### src/qde_pkg.sv
package qde_pkg;
	// divider switch layout
	localparam int DIV_CODE_LSB   = 0;
	localparam int DIV_CODE_W     = 6;
	localparam int LATCH_MODE_BIT = 6;
	localparam int BYPASS_BIT     = 7;
	localparam int CFG_W          = 8;
	localparam logic [7:0] CFG_RESET = 8'h80;
	// pipeline latency
	localparam int CLK_PERIOD_NS  = 10;
	localparam int LATENCY_NS     = 3000;
	localparam int LATENCY_CYC    = LATENCY_NS / CLK_PERIOD_NS;
	localparam int RATIO_W        = 8;
	typedef enum logic [1:0] {QDE_S0, QDE_S1, QDE_S2, QDE_S3} qde_phase_t;
endpackage

### src/qde_cfg_if.sv
`timescale 1ns/100ps
interface qde_cfg_if;
	logic [7:0] cfg;
	modport src (output cfg);
	modport dst (input cfg);
endinterface

### src/qde_divider.sv
`timescale 1ns/100ps
module qde_divider
	import qde_pkg::*;
#(
	parameter int DELAY_CYC = LATENCY_CYC
)(
	input  wire logic       clk_sys,       // system clock
	input  wire logic       nrst,          // sync reset, active low
	input  wire logic       step_in,       // interpolated count pulse
	input  wire logic       dir_in,        // 1 = forward
	input  wire logic       index_in,      // interpolated index
	input  wire logic [7:0] divider_config_switch, // switch bits
	input  wire logic [3:0] wire_break,    // sin+,sin-,cos+,cos- break
	input  wire logic [3:0] low_amplitude, // per line low amplitude
	input  wire logic       overspeed,     // input too fast
	input  wire logic [1:0] ref_fault,     // reference pair faults
	input  wire logic       error_release, // external acknowledge
	output logic            out_a,         // quadrature channel a
	output logic            out_b,         // quadrature channel b
	output logic            out_index,     // index out
	output logic            error_led,     // error indicator
	output logic            error_out      // error output
);
	qde_cfg_if cfg_bus();
	qde_sync u_sync (
		.clk_sys (clk_sys),
		.nrst    (nrst),
		.din     (divider_config_switch),
		.cfg_o   (cfg_bus.src)
	);

	// ---------------------------------
	// fixed latency line
	// ---------------------------------
	logic [DELAY_CYC-1:0] dl_step, dl_dir, dl_idx;
	logic [DELAY_CYC-1:0] next_dl_step, next_dl_dir, next_dl_idx;
	always_comb begin
		next_dl_step = {dl_step[DELAY_CYC-2:0], step_in};
		next_dl_dir  = {dl_dir[DELAY_CYC-2:0], dir_in};
		next_dl_idx  = {dl_idx[DELAY_CYC-2:0], index_in};
	end
	always_ff @(posedge clk_sys) begin
		if (!nrst) begin
			dl_step <= '0;
			dl_dir  <= '0;
			dl_idx  <= '0;
		end else begin
			dl_step <= next_dl_step;
			dl_dir  <= next_dl_dir;
			dl_idx  <= next_dl_idx;
		end
	end
	logic d_step, d_dir, d_idx;
	assign d_step = dl_step[DELAY_CYC-1];
	assign d_dir  = dl_dir[DELAY_CYC-1];
	assign d_idx  = dl_idx[DELAY_CYC-1];

	// only valid with the default line length
	chk_fixed_delay: assert property (@(posedge clk_sys) disable iff (!nrst)
		step_in |-> ##300 d_step)
		else $error("delay line latency wrong");

	// ---------------------------------
	// divider
	// ---------------------------------
	logic [7:0] cfg_live;
	logic [7:0] cfg;
	logic [7:0] next_cfg;
	logic [RATIO_W-1:0] ratio;
	logic [RATIO_W-1:0] acc;
	logic [RATIO_W-1:0] next_acc;
	qde_phase_t phase, next_phase;
	logic [DIV_CODE_W-1:0] code;
	assign cfg_live = cfg_bus.cfg;
	assign code = cfg[DIV_CODE_LSB +: DIV_CODE_W];
	// ratio = 2*(64 - code); all ones gives 2, zeros 128
	assign ratio = {7'd64 - {1'b0, code}, 1'b0};

	logic out_step;
	logic next_a, next_b, next_index;
	always_comb begin
		next_cfg   = cfg;
		next_acc   = acc;
		out_step   = 1'b0;
		// new setting taken only between pulses
		if (!d_step)
			next_cfg = cfg_live;
		if (d_step) begin
			if (cfg[BYPASS_BIT]) begin
				out_step = 1'b1;
				next_acc = '0;
			end else if (acc + 8'h01 >= ratio) begin
				out_step = 1'b1;
				next_acc = '0;
			end else begin
				next_acc = acc + 8'h01;
			end
		end
		next_phase = phase;
		// gray walk keeps quadrature and direction
		if (out_step)
			next_phase = d_dir ? qde_phase_t'(phase + 2'd1) : qde_phase_t'(phase - 2'd1);
		case (next_phase)
			QDE_S0:  begin next_a = 1'b0; next_b = 1'b0; end
			QDE_S1:  begin next_a = 1'b1; next_b = 1'b0; end
			QDE_S2:  begin next_a = 1'b1; next_b = 1'b1; end
			QDE_S3:  begin next_a = 1'b0; next_b = 1'b1; end
			default: begin next_a = 1'b0; next_b = 1'b0; end
		endcase
		next_index = d_idx;
	end

	// ---------------------------------
	// output stage
	// ---------------------------------
	// phase and pins load together, so the pair never glitches
	always_ff @(posedge clk_sys) begin
		if (!nrst) begin
			cfg       <= CFG_RESET;
			acc       <= '0;
			phase     <= QDE_S0;
			out_a     <= 1'b0;
			out_b     <= 1'b0;
			out_index <= 1'b0;
		end else begin
			cfg       <= next_cfg;
			acc       <= next_acc;
			phase     <= next_phase;
			out_a     <= next_a;
			out_b     <= next_b;
			out_index <= next_index;
		end
	end

	chk_bypass_step: assert property (@(posedge clk_sys) disable iff (!nrst)
		(d_step && cfg[BYPASS_BIT]) |=> (phase != $past(phase)))
		else $error("bypass step missing");
	chk_ratio_range: assert property (@(posedge clk_sys) disable iff (!nrst)
		ratio >= 8'h02 && ratio <= 8'h80 && !ratio[0])
		else $error("ratio out of range");
	chk_quad_gray: assert property (@(posedge clk_sys) disable iff (!nrst)
		!((out_a != $past(out_a)) && (out_b != $past(out_b))))
		else $error("both channels changed");
	// outputs may only move on a delayed step
	chk_out_quiet: assert property (@(posedge clk_sys) disable iff (!nrst)
		!d_step |=> ($stable(out_a) && $stable(out_b)))
		else $error("output moved without step");
	chk_cfg_stable: assert property (@(posedge clk_sys) disable iff (!nrst)
		d_step |=> cfg == $past(cfg))
		else $error("config changed during pulse");
	chk_index_pass: assert property (@(posedge clk_sys) disable iff (!nrst)
		out_index == $past(d_idx))
		else $error("index not passed through");

	// ---------------------------------
	// error supervisor
	// ---------------------------------
	logic fault, err, next_err;
	assign fault = (|wire_break) | (|low_amplitude) | overspeed;
	always_comb begin
		if (cfg[LATCH_MODE_BIT])
			next_err = fault;
		// static mode, set wins over release
		else if (fault)
			next_err = 1'b1;
		else if (error_release)
			next_err = 1'b0;
		else
			next_err = err;
	end

	// both pins load one next value, so they never differ
	always_ff @(posedge clk_sys) begin
		if (!nrst) begin
			err       <= 1'b0;
			error_led <= 1'b0;
			error_out <= 1'b0;
		end else begin
			err       <= next_err;
			error_led <= next_err;
			error_out <= next_err;
		end
	end

	chk_err_common: assert property (@(posedge clk_sys) disable iff (!nrst) error_led == error_out)
		else $error("error outputs differ");
	chk_fault_sets: assert property (@(posedge clk_sys) disable iff (!nrst) fault |=> error_out)
		else $error("fault did not raise error");
	// reference faults alone must leave the error low
	chk_ref_ignored: assert property (@(posedge clk_sys) disable iff (!nrst)
		(ref_fault != 2'h0 && !fault && !err) |=> !error_out)
		else $error("error from reference pair");
	chk_static_hold: assert property (@(posedge clk_sys) disable iff (!nrst)
		(err && !cfg[LATCH_MODE_BIT] && !error_release) |=> err)
		else $error("static error dropped without release");
	chk_release_clears: assert property (@(posedge clk_sys) disable iff (!nrst)
		(!cfg[LATCH_MODE_BIT] && !fault && error_release) |=> !err)
		else $error("release did not clear error");
	chk_auto_clear: assert property (@(posedge clk_sys) disable iff (!nrst)
		(cfg[LATCH_MODE_BIT] && !fault) |=> !err)
		else $error("auto error not cleared");
endmodule

### src/qde_sync.sv
`timescale 1ns/100ps
module qde_sync
	import qde_pkg::*;
(
	input  wire logic       clk_sys, // system clock
	input  wire logic       nrst,    // sync reset, active low
	input  wire logic [7:0] din,     // raw switch bits
	qde_cfg_if.src          cfg_o    // synchronised switch bits
);
	logic [7:0] stage1;
	logic [7:0] stage2;
	logic [7:0] next_stage1;
	logic [7:0] next_stage2;

	always_comb begin
		next_stage1 = din;
		next_stage2 = stage1;
	end

	always_ff @(posedge clk_sys) begin
		if (!nrst) begin
			stage1 <= CFG_RESET;
			stage2 <= CFG_RESET;
		end else begin
			stage1 <= next_stage1;
			stage2 <= next_stage2;
		end
	end

	assign cfg_o.cfg = stage2;
endmodule

### config.mk
export PLATFORM = sky130hd
export DESIGN_NAME = qde_divider
export DESIGN_NICKNAME = d
export VERILOG_FILES = /design/src/qde_pkg.sv /design/src/qde_cfg_if.sv /design/src/qde_divider.sv /design/src/qde_sync.sv
export SDC_FILE = /design/constraint.sdc
export NUM_CORES = 1
export LEC_CHECK = 0
export BUFFER_PORTS_ARGS = -buffer_cell sky130_fd_sc_hd__buf_2
export CELL_PAD_IN_SITES_DETAIL_PLACEMENT = 0
export CELL_PAD_IN_SITES_GLOBAL_PLACEMENT = 1
export CORE_ASPECT_RATIO = 1.5
export CORE_MARGIN = 8
export CORE_UTILIZATION = 50
export CTS_CLUSTER_SIZE = 12
export DETAILED_ROUTE_END_ITERATION = 10
export GPL_TIMING_DRIVEN = 0
export PLACE_DENSITY = 0.73
export SKIP_LAST_GASP = 1
export SLEW_MARGIN = 20
export SYNTH_ARGS = -nofsm -noshare
export SYNTH_HDL_FRONTEND = slang
export SYNTH_SLANG_ARGS = --single-unit
### constraint.sdc
create_clock -name clk_sys -period 3.18 [get_ports clk_sys]
set_input_delay 0.318 -clock clk_sys [delete_from_list [all_inputs] [get_ports clk_sys]]
set_output_delay 0.318 -clock clk_sys [all_outputs]
set_load 0.005 [all_outputs]
### Yosys cells after proc, flatten, opt, wreduce, memory -nomap -nowiden

Cells that the tools add are included.

| word-level totals | value |
|---|---|
| ROM bits | 0 |
| bits in latches | 0 |
| input bits | 25 |
| flip-flop bits (word level) | 938 |
| memories | 0 |
| bits in writable memories | 0 |

| operators by class | value |
|---|---|
| $add $sub $neg | 4 |
| shifts and indexed selects | 0 |
| divide/modulo/power cells | 0 |
| order comparisons | 1 |
| multipliers | 0 |
| reductions and logical operators | 8 |
| equal/unequal tests | 3 |
| bitwise logic cells | 2 |
| multiplexer cells | 12 |

Operator list:

| cell | number |
|---|---|
| 8-bit 2-to-1 mux | 2 |
| 8-bit by 1-bit adder with 8-bit output (second input constant) | 1 |
| 8-bit >= comparator | 1 |
| 2-bit OR reduction | 4 |
| 4-bit OR reduction | 2 |
| 7-bit by 6-bit subtractor with 7-bit output (first input constant) | 1 |
| 1-bit 2-to-1 mux | 6 |
| 2-bit equality test (second input constant) | 2 |
| 2-bit 2-to-1 mux | 2 |
| 1-bit case mux with 2 select lines | 2 |
| 3-bit nonzero test | 1 |
| 2-bit by 1-bit adder with 2-bit output (second input constant) | 1 |
| 2-bit by 1-bit equality test with 1-bit output (second input constant) | 1 |
| 2-bit zero test | 1 |
| 1-bit bitwise OR | 2 |
| 2-bit by 1-bit subtractor with 2-bit output (second input constant) | 1 |

### Logic depth before layout (Yosys ltp)

Gate-level depths: netlist of run 1.

| depth | value |
|---|---|
| depth after elaboration | 9 |
| depth in mapped cells | 12 |
| mapped depth without buffers | 12 |

### Modules after synthesis

From an unflattened synthesis of run 1, not the netlist that was laid out.

| second synthesis, totals | value |
|---|---|
| cells, all modules | 2070 |
| area, all modules | 25678.4 µm² |

By module, submodules not included:

| module | area an instance (µm²) | cells an instance | instances | sequential area each (µm²) |
|---|---|---|---|---|
| qde_divider | 25234.2 | 2037 | 1 | 18457.7 |
| qde_sync | 444.2 | 33 | 1 | 320.3 |

### Worst setup path before layout of run 1

Ideal clock, no wire load.

| timing | value |
|---|---|
| path kind | reg2reg |
| start | register acc[0] |
| end | register out_b |
| buffers on the path | 0 |
| path slack | 0.278 ns |
| clock period less this slack | 2.902 ns |
| stages on the path, launching flop included | 13 |
| arrival time | 2.783 ns |
| data required time | 3.060 ns |
| cells stage by stage | dfxtp_1 ha_1 inv_1 or3_1 xnor2_1 ha_1 and3_2 and3_1 a22oi_1 nor2_1 xor2_1 ha_1 o31a_1 |

| on the way | value |
|---|---|
| cells in the longest elaborated chain, start to end | 9 |
| elaborated cells on any way between the ends | 13 |
| those cells by class | add/sub (1); order compare (1); eq/ne (3); mux (5); reduce/logical (3) |

Ends and longest elaborated chain:

| what | line | text |
|---|---|---|
| from (decl) | qde_divider.sv:70 | `logic [RATIO_W-1:0] acc;` |
| from (signal assigned) | qde_divider.sv:127 | `acc <= next_acc;` |
| 8-bit by 1-bit adder with 8-bit output * | qde_divider.sv:92 | `end else if (acc + 8'h01 >= ratio) begin` |
| 8-bit >= comparator * | qde_divider.sv:92 |  |
| 1-bit 2-to-1 mux * | qde_divider.sv:92 |  |
| 1-bit 2-to-1 mux * | qde_divider.sv:89 | `if (cfg[BYPASS_BIT]) begin` |
| 1-bit 2-to-1 mux * | qde_divider.sv:88 | `if (d_step) begin` |
| 2-bit 2-to-1 mux * | qde_divider.sv:101 | `if (out_step)` |
| named net next_phase[1] | qde_divider.sv:72 | `qde_phase_t phase, next_phase;` |
| 2-bit equality test, or another cell as far along | qde_divider.sv:103 | `case (next_phase)` |
| 2-bit OR reduction (no source line) | - |  |
| 1-bit case mux with 2 select lines * | qde_divider.sv:103 |  |
| to (signal assigned) | qde_divider.sv:130 | `out_b <= next_b;` |
| to (decl) | qde_divider.sv:19 | `output logic out_b,` |

Mark *: on every way through the listed nets, which the timed path passes. The rest lies on a longest branch.
A chain may end at the register's enable or synchronous reset.

### Worst setup path after layout of run 1

| timing | value |
|---|---|
| start | register acc[1] |
| end | register out_b |

The elaborated chain is that of the path after synthesis.

==> results of run 1 <==
[routing by layer]
layer	wire length [microns]	GRT usage, %	vias up
met3	1420	2.90	72
met1	15500	13.9	5784
li1	-	-	6491
met2	13800	17.9	126
met4	964	6.15	0
met5	0	0	-
[area by class of cell]
type | instances | area, sq um | share of cell area (%)
well taps | 669 | 837 | 2.87
repair buffers | 40 | 268 | 0.918
clock inverters | 2 | 25.0 | 0.0858
multi-input cells | 1019 | 6460 | 22.2
flip-flops and latches | 938 | 18800 | 64.4
plain buffers | 106 | 405 | 1.39
clock buffers | 100 | 2350 | 8.07
inverters | 8 | 30.0 | 0.103
[kinds of logic (layout without fill, tap and decap cells)]
| logic type | count (synthesis) | after routing | synth area share (%) |
|---|---|---|---|
| xor+xnor | 14 | 14 | 0.478 |
| fa+ha+maj | 10 | 10 | 0.488 |
| simple gates | 969 | 969 | 23.3 |
| flops | 938 | 938 | 73.2 |
| mux | 10 | 10 | 0.395 |
| buf+inv | 114 | 256 | 1.70 |
| compound gates | 16 | 16 | 0.434 |
[cell usage in the layout, fill, tap and decap left out, types with 2 or more instances in the layout]
cell type	count
a21oi_1	7
mux2i_1	9
nand2b_1	9
dlygate4sd3_1	13
buf_4	2
dfxtp_1	937
ha_1	9
nor3_1	4
xnor2_1	5
clkbuf_16	92
xor2_1	8
nor2_1	14
clkbuf_1	107
and3_1	2
inv_1	7
clkbuf_8	2
nand3_1	7
nand2_1	11
buf_2	29
and2_1	916
[what timing repair did]
action | in CTS | in global routing
buffers inserted | 1 | 0
hold buffers | 13 | 0
hold endpoints to repair | 12 | 0
gates resized for setup | 1 | 3
endpoints found under the setup margin | 2 | 2
pin swaps | 1 | 0
cloned | 0 | 0
[final timing paths]
kind | startpoint | end | slack [ns] | depth (start not counted)
worst min register to register | u_sync.next_stage2[7] | u_sync.cfg_o.cfg[7] | 0.42 | 1
worst max register to register | acc[1] | out_b | 0.17 | 12
worst min-delay path | overspeed | err | 0.05 | 3
worst max-delay path | acc[1] | out_b | 0.17 | 12
[power by group]
group | total, uW | switching, uW | internal, uW
sequential | 11800 | 6.27 | 11800
combinational | 237 | 160 | 76.8
clock | 9050 | 3910 | 5150
[synthesized netlist by cell type (all sizes together), types with 3 or more instances]
library cell	n
dfxtp	938
and2	916
clkbuf	101
nor2	15
nand2	11
ha	10
mux2i	9
nand2b	9
xor2	8
a21oi	7
inv	7
nand3	7
xnor2	6
buf	5
nor3	4
and3	3
[state kept, by name, indices dropped and copies added, names as in the netlist]
| register | flops |
|---|---|
| acc | 8 |
| cfg | 8 |
| dl_dir | 300 |
| dl_idx | 300 |
| dl_step | 300 |
| err | 1 |
| out_a | 1 |
| out_b | 1 |
| out_index | 1 |
| phase | 2 |
| u_sync.cfg_o.cfg | 8 |
| u_sync.next_stage2 | 8 |
[through the flow]
stage                     setup TNS (ns)  hold slack (ns)  cell area, sq um
after global routing                   0           0.0501             29200
after CTS                              0          0.00552             29100
after detailed placement          -0.143            0.397             26600
final                                  0           0.0495             29200
after global placement            -0.106            0.407             26600
after floorplan                        0            0.386             25700
[critical path, stage by stage, from the launching register on]
cell	delay, ns
dfxtp_1	0.41
ha_2	0.24
inv_1	0.04
or3_1	0.38
xnor2_2	0.16
ha_1	0.31
and3_2	0.19
and3_1	0.18
a22oi_2	0.19
nor2_1	0.12
xor2_1	0.16
ha_1	0.21
o31a_1	0.30
==> flow_metrics.env, run 1 <==
export IMPL_power_density_nw_per_um2=722
export IMPL_cts_buffers=88
export IMPL_ys_flop_type="dfxtp_1"
export IMPL_die_x_microns=201
export IMPL_globalRouteTotalUtil_pct=11.3
export IMPL_dpl_cell_count=2766
export IMPL_drt_initial_drc_count=276
export IMPL_synth_top_area_share_pct=73.2
export IMPL_worst_setup_path_start_kind="flip-flop"
export IMPL_required_ns=3.66
export IMPL_dp_hpwl_microns=17800
export IMPL_leakagePower_uw=0.0121
export IMPL_cts_root_buf="clkbuf_16"
export IMPL_areaGrowthSynthToFinish_pct=13.6
export IMPL_num_rows=101
export IMPL_critPathKind="flip-flop to flip-flop"
export IMPL_synth_distinct_cells=35
export IMPL_endpoint_kind="flip-flop"
export IMPL_grt_pass1_vias=12784
export IMPL_synth_area_per_cell_sq_um=12.4
export IMPL_rsz0062_at_grt="false"
export IMPL_seq_area_frac_synth_pct=73.2
export IMPL_start_util_pct=50.6
export IMPL_grt_start_max_net_pins=13
export IMPL_wirelength_microns=31600
export IMPL_clock_path_buffers=3
export IMPL_nFillCells=4219
export IMPL_synth_top_cell_by_area="dfxtp_1"
export IMPL_firstDrtPassIters=4
export IMPL_tightest_slew_ns=0.575
export IMPL_yosys_warnings=0
export IMPL_min_path_type="input pin to flip-flop"
export IMPL_drc=0
export IMPL_fin_crit_sh_pct=94.7
export IMPL_grt_first_pass_wirelength_microns=57300
export IMPL_cts_sinks=938
export IMPL_place_ws_ns=-0.143
export IMPL_syn_area_sq_um=25700
export IMPL_synth_nets=2106
export IMPL_cap_violations=0
export IMPL_dieArea_sq_um=59000
export IMPL_status="completed"
export IMPL_synth_ff_latch_count=938
export IMPL_final_hold_violation_count=0
export IMPL_ir_drop_mv=0.451
export IMPL_die_h_microns=293
export IMPL_insertion_delay_ns=0.61
export IMPL_arrival_ns=3.50
export IMPL_finish_utilization_pct=57.5
export IMPL_clkSlewWorstSetupHoldPaths_ns=0.06
export IMPL_synth_edf_count=0
export IMPL_place_congestion=0.702
export IMPL_fin_cells=2882
export IMPL_setup_viol=0
export IMPL_wl_per_cell_microns=11.0
export IMPL_synth_area_leaders="dfxtp_1, and2_1, clkbuf_1"
export IMPL_h_tree_depth=3
export IMPL_drive_gt1_share_pct=6.15
export IMPL_grt_ovfl_total=0
export IMPL_cts_tree="yes"
export IMPL_n_antenna_cell=0
export IMPL_drt_antenna_violating_nets=0
export IMPL_routed_via_count=12473
export IMPL_boundaryPins=30
export IMPL_antenna_found_initial=0
export IMPL_async_flop_share_pct=0
export IMPL_max_slew_margin_pct=61.7
export IMPL_path_max_fanout=5
export IMPL_io_buffers=26
export IMPL_max_freq_ghz=0.332
export IMPL_fin_crit_ns=3.01
export IMPL_fin_nets=2236
export IMPL_final_max_slew_violation_count=0
export IMPL_routed_via_density=4.33
export IMPL_core_area_sq_um=50700
export IMPL_total_power_uw=21100
export IMPL_fin_ws_ns=0.167
export IMPL_syn_inst=2071
export IMPL_fin_skew_ns=0.0157
Note: power is estimated with default switching activity, not from simulation.
==> inputs of run 2 (changes only) <==
- GPL_TIMING_DRIVEN: 0 -> unset
==> run 2 against run 1 <==
Net effect: sequential power about the same; count of clock-buffer cells in the layout decreased by 3; global-route usage decreased by 0.61 points; final cell count decreased by 3.4%; clock skew decreased by 0.0048 ns; worst hold slack improved by 0.11 ns; clock power increased by 0.9%; critical path type unchanged; largest power group unchanged.
==> flow_metrics.env, run 2 (same netlist as run 1, synthesis figures left out) <==
export IMPL_status="completed"
export IMPL_dp_hpwl_microns=13900
export IMPL_drive_gt1_share_pct=6.71
export IMPL_ir_drop_mv=0.435
export IMPL_routed_via_density=4.37
export IMPL_areaGrowthSynthToFinish_pct=12.6
export IMPL_final_common_cell="dfxtp_1"
export IMPL_regToRegSetupSlack_ns=0.22
export IMPL_fin_nets=2139
export IMPL_p_sw_share_pct=19.2
export IMPL_start_util_pct=50.6
export IMPL_p_clk_share_pct=43.2
export IMPL_nFillCells=4215
export IMPL_final_hold_violation_count=0
export IMPL_crit_path_start="acc[1]"
export IMPL_cpMostUsedCell="ha_1"
export IMPL_grt_start_max_net_pins=251
export IMPL_n_antenna_cell=0
export IMPL_max_stage_delay_ns=0.40
export IMPL_cp_top_family="simple AND/OR/NAND/NOR gates"
export IMPL_fin_crit_ns=2.96
export IMPL_path_depth=12
export IMPL_min_path_type="input pin to flip-flop"
export IMPL_wirelength_microns=30000
export IMPL_placed_area_sq_um=26300
export IMPL_die_x_microns=201
export IMPL_cts_sinks=938
export IMPL_arrival_ns=3.45
export IMPL_p_seq_share_pct=55.8
export IMPL_crit_buf_inv=1
export IMPL_total_power_uw=21100
export IMPL_critPathKind="flip-flop to flip-flop"
export IMPL_tns_ns=0
export IMPL_place_congestion=0.700
export IMPL_dieArea_sq_um=59000
export IMPL_internal_power_uw=17100
export IMPL_drt_initial_drc_count=467
export IMPL_cts_setup_buffers=0
export IMPL_setup_viol=0
export IMPL_endpoint_kind="flip-flop"
export IMPL_globalRouteTotalUtil_pct=10.7
export IMPL_path_max_fanout=5
export IMPL_crit_chain="ha_2 -> inv_1 -> or3_1 -> xnor2_2 -> ha_1 -> and3_2 -> and3_1 -> a22oi_2 -> nor2_1 -> xor2_1 -> ha_1 -> o31a_1"
export IMPL_die_h_microns=293
export IMPL_firstDrtPassIters=4
export IMPL_antenna_found_initial=0
export IMPL_grt_first_pass_wirelength_microns=54800
export IMPL_clkSlewWorstSetupHoldPaths_ns=0.06
export IMPL_tightest_slew_ns=0.749
export IMPL_grt_pass1_vias=12219
export IMPL_power_density_nw_per_um2=731
export IMPL_cts_tree="yes"
export IMPL_worst_setup_path_start_kind="flip-flop"
export IMPL_reg_top3="dl_dir: 300 flops, dl_idx: 300 flops, dl_step: 300 flops"
export IMPL_fin_crit_sh_pct=93.2
export IMPL_drc=0
export IMPL_wl_per_cell_microns=10.8
export IMPL_drt_antenna_violating_nets=0
export IMPL_routed_via_count=12171
export IMPL_h_tree_depth=3
export IMPL_max_freq_ghz=0.337
export IMPL_clock_path_buffers=3
export IMPL_cts_buffers=89
export IMPL_cp_endpoint="out_b"
export IMPL_num_rows=101
export IMPL_io_buffers=27
export IMPL_fin_skew_ns=0.0109
export IMPL_boundaryPins=30
export IMPL_finish_utilization_pct=57.0
export IMPL_slowest_stage="dfxtp_1"
export IMPL_max_slew_margin_pct=50.1
export IMPL_r2r_end="out_b"
export IMPL_final_cell_mix="dfxtp_1, and2_1, clkbuf_16"
export IMPL_power_switching_uw=4050
export IMPL_grt_ovfl_total=0
export IMPL_cts_root_buf="clkbuf_16"
export IMPL_combPwrFrac_pct=1.0
export IMPL_final_area_sq_um=28900
export IMPL_reg2reg_depth=12
export IMPL_insertion_delay_ns=0.60
export IMPL_core_area_sq_um=50700
export IMPL_rsz0062_at_grt="false"
export IMPL_cap_violations=0
export IMPL_leakagePower_uw=0.0120
export IMPL_r2r_start="acc[1]"
export IMPL_required_ns=3.66
export IMPL_final_max_slew_violation_count=0
## run 2: cell count changes in the layout (fill, tap and decap cells not counted), sizes merged
cell,delta
clkbuf,-104
buf,+2
clkinv,+2
bufinv,+1
clkinvlp,+1
dlygate4sd3,+1
## run 2: how the worst min path moves through the flow
stage,from,end,slack [ns],cells after the start
finish,nrst,dl_dir[29],0.16,2
global route,nrst,dl_idx[270],0.18,2
CTS,nrst,dl_dir[29],0.14,2
detailed placement,dl_dir[176],dl_dir[177],0.42,1
global placement,dl_step[296],dl_step[297],0.41,1
floorplan,u_sync.next_stage2[7],u_sync.cfg_o.cfg[7],0.39,1
## run 2: per-stage QoR
stage / std cells / worst slack, ns / hold WS, ns
floorplan: 2071 / 0.278 / 0.386
finish: 2785 / 0.216 / 0.159
global placement: 2668 / 0.198 / 0.413
CTS: 2785 / 0.0903 / 0.144
detailed placement: 2668 / 0.104 / 0.417
global route: 2785 / 0.0401 / 0.184
## run 2: timing repair
item | in CTS | in global routing
resized for setup | 0 | 3
hold buffers | 14 | 0
hold endpoints to repair | 12 | 0
endpoints found under the setup margin | 0 | 2
## run 2: layout make-up
type | instances | area, sq um | area share (%)
multi-input combinational | 1019 | 6460 | 22.4
tap | 669 | 837 | 2.90
clock inverter | 6 | 72.6 | 0.251
clock buffer | 97 | 2340 | 8.10
sequential | 938 | 18800 | 65.0
inverter | 8 | 30.0 | 0.104
timing repair buffer | 48 | 375 | 1.30
## run 2: power groups by stage
stage / Sequential [uW] / Combinational [uW] / Clock, uW
2_1_floorplan: 12000 / 153 / 0
5_1_grt: 11800 / 242 / 9990
6_report: 11800 / 204 / 9130
4_1_cts: 11800 / 214 / 9530
3_3_place_gp: 12000 / 193 / 0
3_5_place_dp: 12000 / 200 / 0
## run 2: worst register-to-register path: stages, from the launching register on
cell and delay [ns]:
dfxtp_1 0.40, ha_2 0.24, inv_1 0.04, or3_1 0.39, xnor2_2 0.17, ha_1 0.31, and3_2 0.19, and3_1 0.18
a22oi_2 0.17, nor2_1 0.11, xor2_1 0.15, ha_1 0.21, o31a_1 0.29
## run 2: layer usage
layer | global-route usage (%) | vias up | share of wire (%)
met1 | 13.8 | 5681 | 51
met4 | 5.76 | 0 | 3.2
li1 | - | 6279 | -
met2 | 16.2 | 138 | 41
met5 | 0 | - | 0
met3 | 2.90 | 73 | 4.6
==> inputs of run 3 (changes only) <==
- CORE_UTILIZATION: 50 -> 45
- PLACE_DENSITY: 0.73 -> 0.69
- SKIP_LAST_GASP: 1 -> unset
- clock period: 3.18 -> 2.4 ns (I/O delays scaled with it)
==> run 3 against run 2 <==
Net effect: the flow now finishes with violations (negative setup slack); register-to-register slack worse by 0.44 ns; first-iteration DRC count grew 20%; utilization decreased by 4.8 points; die area grew 10%; wire length rose by 1.5%; largest power group unchanged.
==> flow_metrics.env, run 3 (same netlist as run 1, synthesis figures left out) <==
export IMPL_min_path_type="input pin to flip-flop"
export IMPL_h_tree_depth=3
export IMPL_antenna_found_initial=0
export IMPL_max_freq_ghz=0.382
export IMPL_power_density_nw_per_um2=961
export IMPL_start_util_pct=45.3
export IMPL_r2r_start="acc[0]"
export IMPL_drt_antenna_violating_nets=0
export IMPL_final_max_slew_violation_count=0
export IMPL_hold_depth=3
export IMPL_firstDrtPassIters=4
export IMPL_routed_via_density=4.23
export IMPL_required_ns=2.93
export IMPL_grt_start_max_net_pins=281
export IMPL_fin_crit_sh_pct=109
export IMPL_fin_skew_ns=0.00777
export IMPL_tightest_slew_ns=0.797
export IMPL_wirelength_microns=30400
export IMPL_wl_per_cell_microns=10.4
export IMPL_regArea_sq_um=18800
export IMPL_failed_checks="negative setup slack"
export IMPL_fin_ws_ns=-0.220
export IMPL_die_x_microns=211
export IMPL_worst_setup_path_start_kind="flip-flop"
export IMPL_dieArea_sq_um=65100
export IMPL_die_h_microns=308
export IMPL_core_area_sq_um=56600
export IMPL_dp_hpwl_microns=14000
export IMPL_clkSlewWorstSetupHoldPaths_ns=0.06
export IMPL_multi_input_area_sq_um=6670
export IMPL_ir_drop_mv=0.527
export IMPL_place_congestion=0.696
export IMPL_max_slew_margin_pct=46.8
export IMPL_reg_top3="dl_dir: 300 flops, dl_idx: 300 flops, dl_step: 300 flops"
export IMPL_cts_tree="yes"
export IMPL_io_buffers=27
export IMPL_grt_pass1_vias=12400
export IMPL_areaGrowthSynthToFinish_pct=15.2
export IMPL_fin_nets=2165
export IMPL_reg2reg_depth=12
export IMPL_rsz0062_at_grt="true"
export IMPL_arrival_ns=3.15
export IMPL_num_rows=107
export IMPL_worstHoldStart="dir_in"
export IMPL_grt_first_pass_wirelength_microns=55200
export IMPL_leakagePower_uw=0.0123
export IMPL_setup_viol=10
export IMPL_cts_root_buf="clkbuf_16"
export IMPL_cts_buffers=90
export IMPL_nFillCells=4934
export IMPL_hold_ws_ns=0.384
export IMPL_cap_violations=0
export IMPL_final_hold_violation_count=0
export IMPL_crit_path_start="acc[0]"
export IMPL_drc=0
export IMPL_routed_via_count=12309
export IMPL_final_cell_mix="dfxtp_1, and2_1, clkbuf_16"
export IMPL_clock_path_buffers=3
export IMPL_fin_crit_ns=2.62
export IMPL_cts_sinks=938
export IMPL_drive_gt1_share_pct=9.49
export IMPL_final_common_cell="dfxtp_1"
export IMPL_status="finished, violations left"
export IMPL_insertion_delay_ns=0.61
export IMPL_endpoint_kind="flip-flop"
export IMPL_path_max_fanout=8
export IMPL_place_ws_ns=-0.364
export IMPL_drt_initial_drc_count=561
export IMPL_globalRouteTotalUtil_pct=9.79
export IMPL_grt_ovfl_total=0
export IMPL_critPathKind="flip-flop to flip-flop"
export IMPL_boundaryPins=30
export IMPL_n_antenna_cell=0
==> run 3: cell count changes in the layout (fill, tap and decap cells not counted), moves of 4 or more <==
| cell | before | now |
|---|---|---|
| clkbuf_16 | 92 | 96 |
| a21oi_1 | 7 | 2 |
| dfxtp_1 | 938 | 932 |
| nand2b_1 | 9 | 4 |
| buf_4 | 4 | 26 |
| dfxtp_2 | 0 | 4 |
| nand2b_4 | 0 | 5 |
| a21oi_2 | 0 | 5 |
| clkbuf_1 | 3 | 8 |
==> run 3: worst paths after layout <==
| kind | endpoint | slack, ns |
|---|---|---|
| min reg2reg | dl_idx[78] | 0.42 |
| min | dl_dir[0] | 0.38 |
| max reg2reg | acc[0] | -0.22 |
| max | acc[0] | -0.22 |
==> run 3: area by class of cell <==
| type | count | area share [%] |
|---|---|---|
| sequential | 938 | 63.5 |
| clock buffer | 108 | 8.41 |
| timing repair buffer | 73 | 2.00 |
| multi-input combinational | 1019 | 22.5 |
| tap | 763 | 3.23 |
| inverter | 8 | 0.102 |
| clock inverter | 4 | 0.178 |
==> run 3: what timing repair did <==
action / CTS / global route
endpoints found under the hold margin: 14 / 0
hold buffers: 15 / 0
setup buffers: 1 / 5
pin swaps: 12 / 7
setup endpoints to repair: 11 / 11
gates resized for setup: 12 / 22
==> run 3: stage by stage <==
| stage | total power [uW] | cell area, sq um | instances | util (%) | setup TNS (ns) |
|---|---|---|---|---|---|
| finish | 28400 | 29600 | 2913 | 52.2 | -1.50 |
| global placement | 16200 | 26700 | 2781 | 47.1 | -1.41 |
| detailed placement | 16200 | 26700 | 2781 | 47.1 | -2.22 |
| floorplan | 16100 | 25700 | 2071 | - | -0.254 |
| CTS | 29000 | 29400 | 2909 | 51.9 | -0.645 |
| global route | 29600 | 29600 | 2913 | 52.2 | -2.41 |
==> run 3: critical path, stage by stage (launching register included) <==
cell,delay [ns]
dfxtp_4,0.37
ha_4,0.14
inv_2,0.03
or3_4,0.36
xnor2_4,0.18
ha_4,0.23
nand4_1,0.12
nand3_2,0.10
buf_4,0.14
buf_4,0.12
a311o_2,0.39
mux2_2,0.29
nor2_2,0.08
==> run 3: per-layer routing <==
metal  GRT usage [%]  vias to the layer above  wire, microns
met5               0                        -              0
met4            5.12                        0            980
met3            2.69                       83           1370
met2            15.0                      137          12800
met1            12.5                     5744          15200
li1                -                     6345              -
==> run 3: where the power goes <==
| group | total [uW] | switching, uW | internal (uW) |
|---|---|---|---|
| Sequential | 15600 | 7.57 | 15600 |
| Combinational | 301 | 199 | 101 |
| Clock | 12500 | 5230 | 7290 |
| Total | 28400 | 5440 | 23000 |
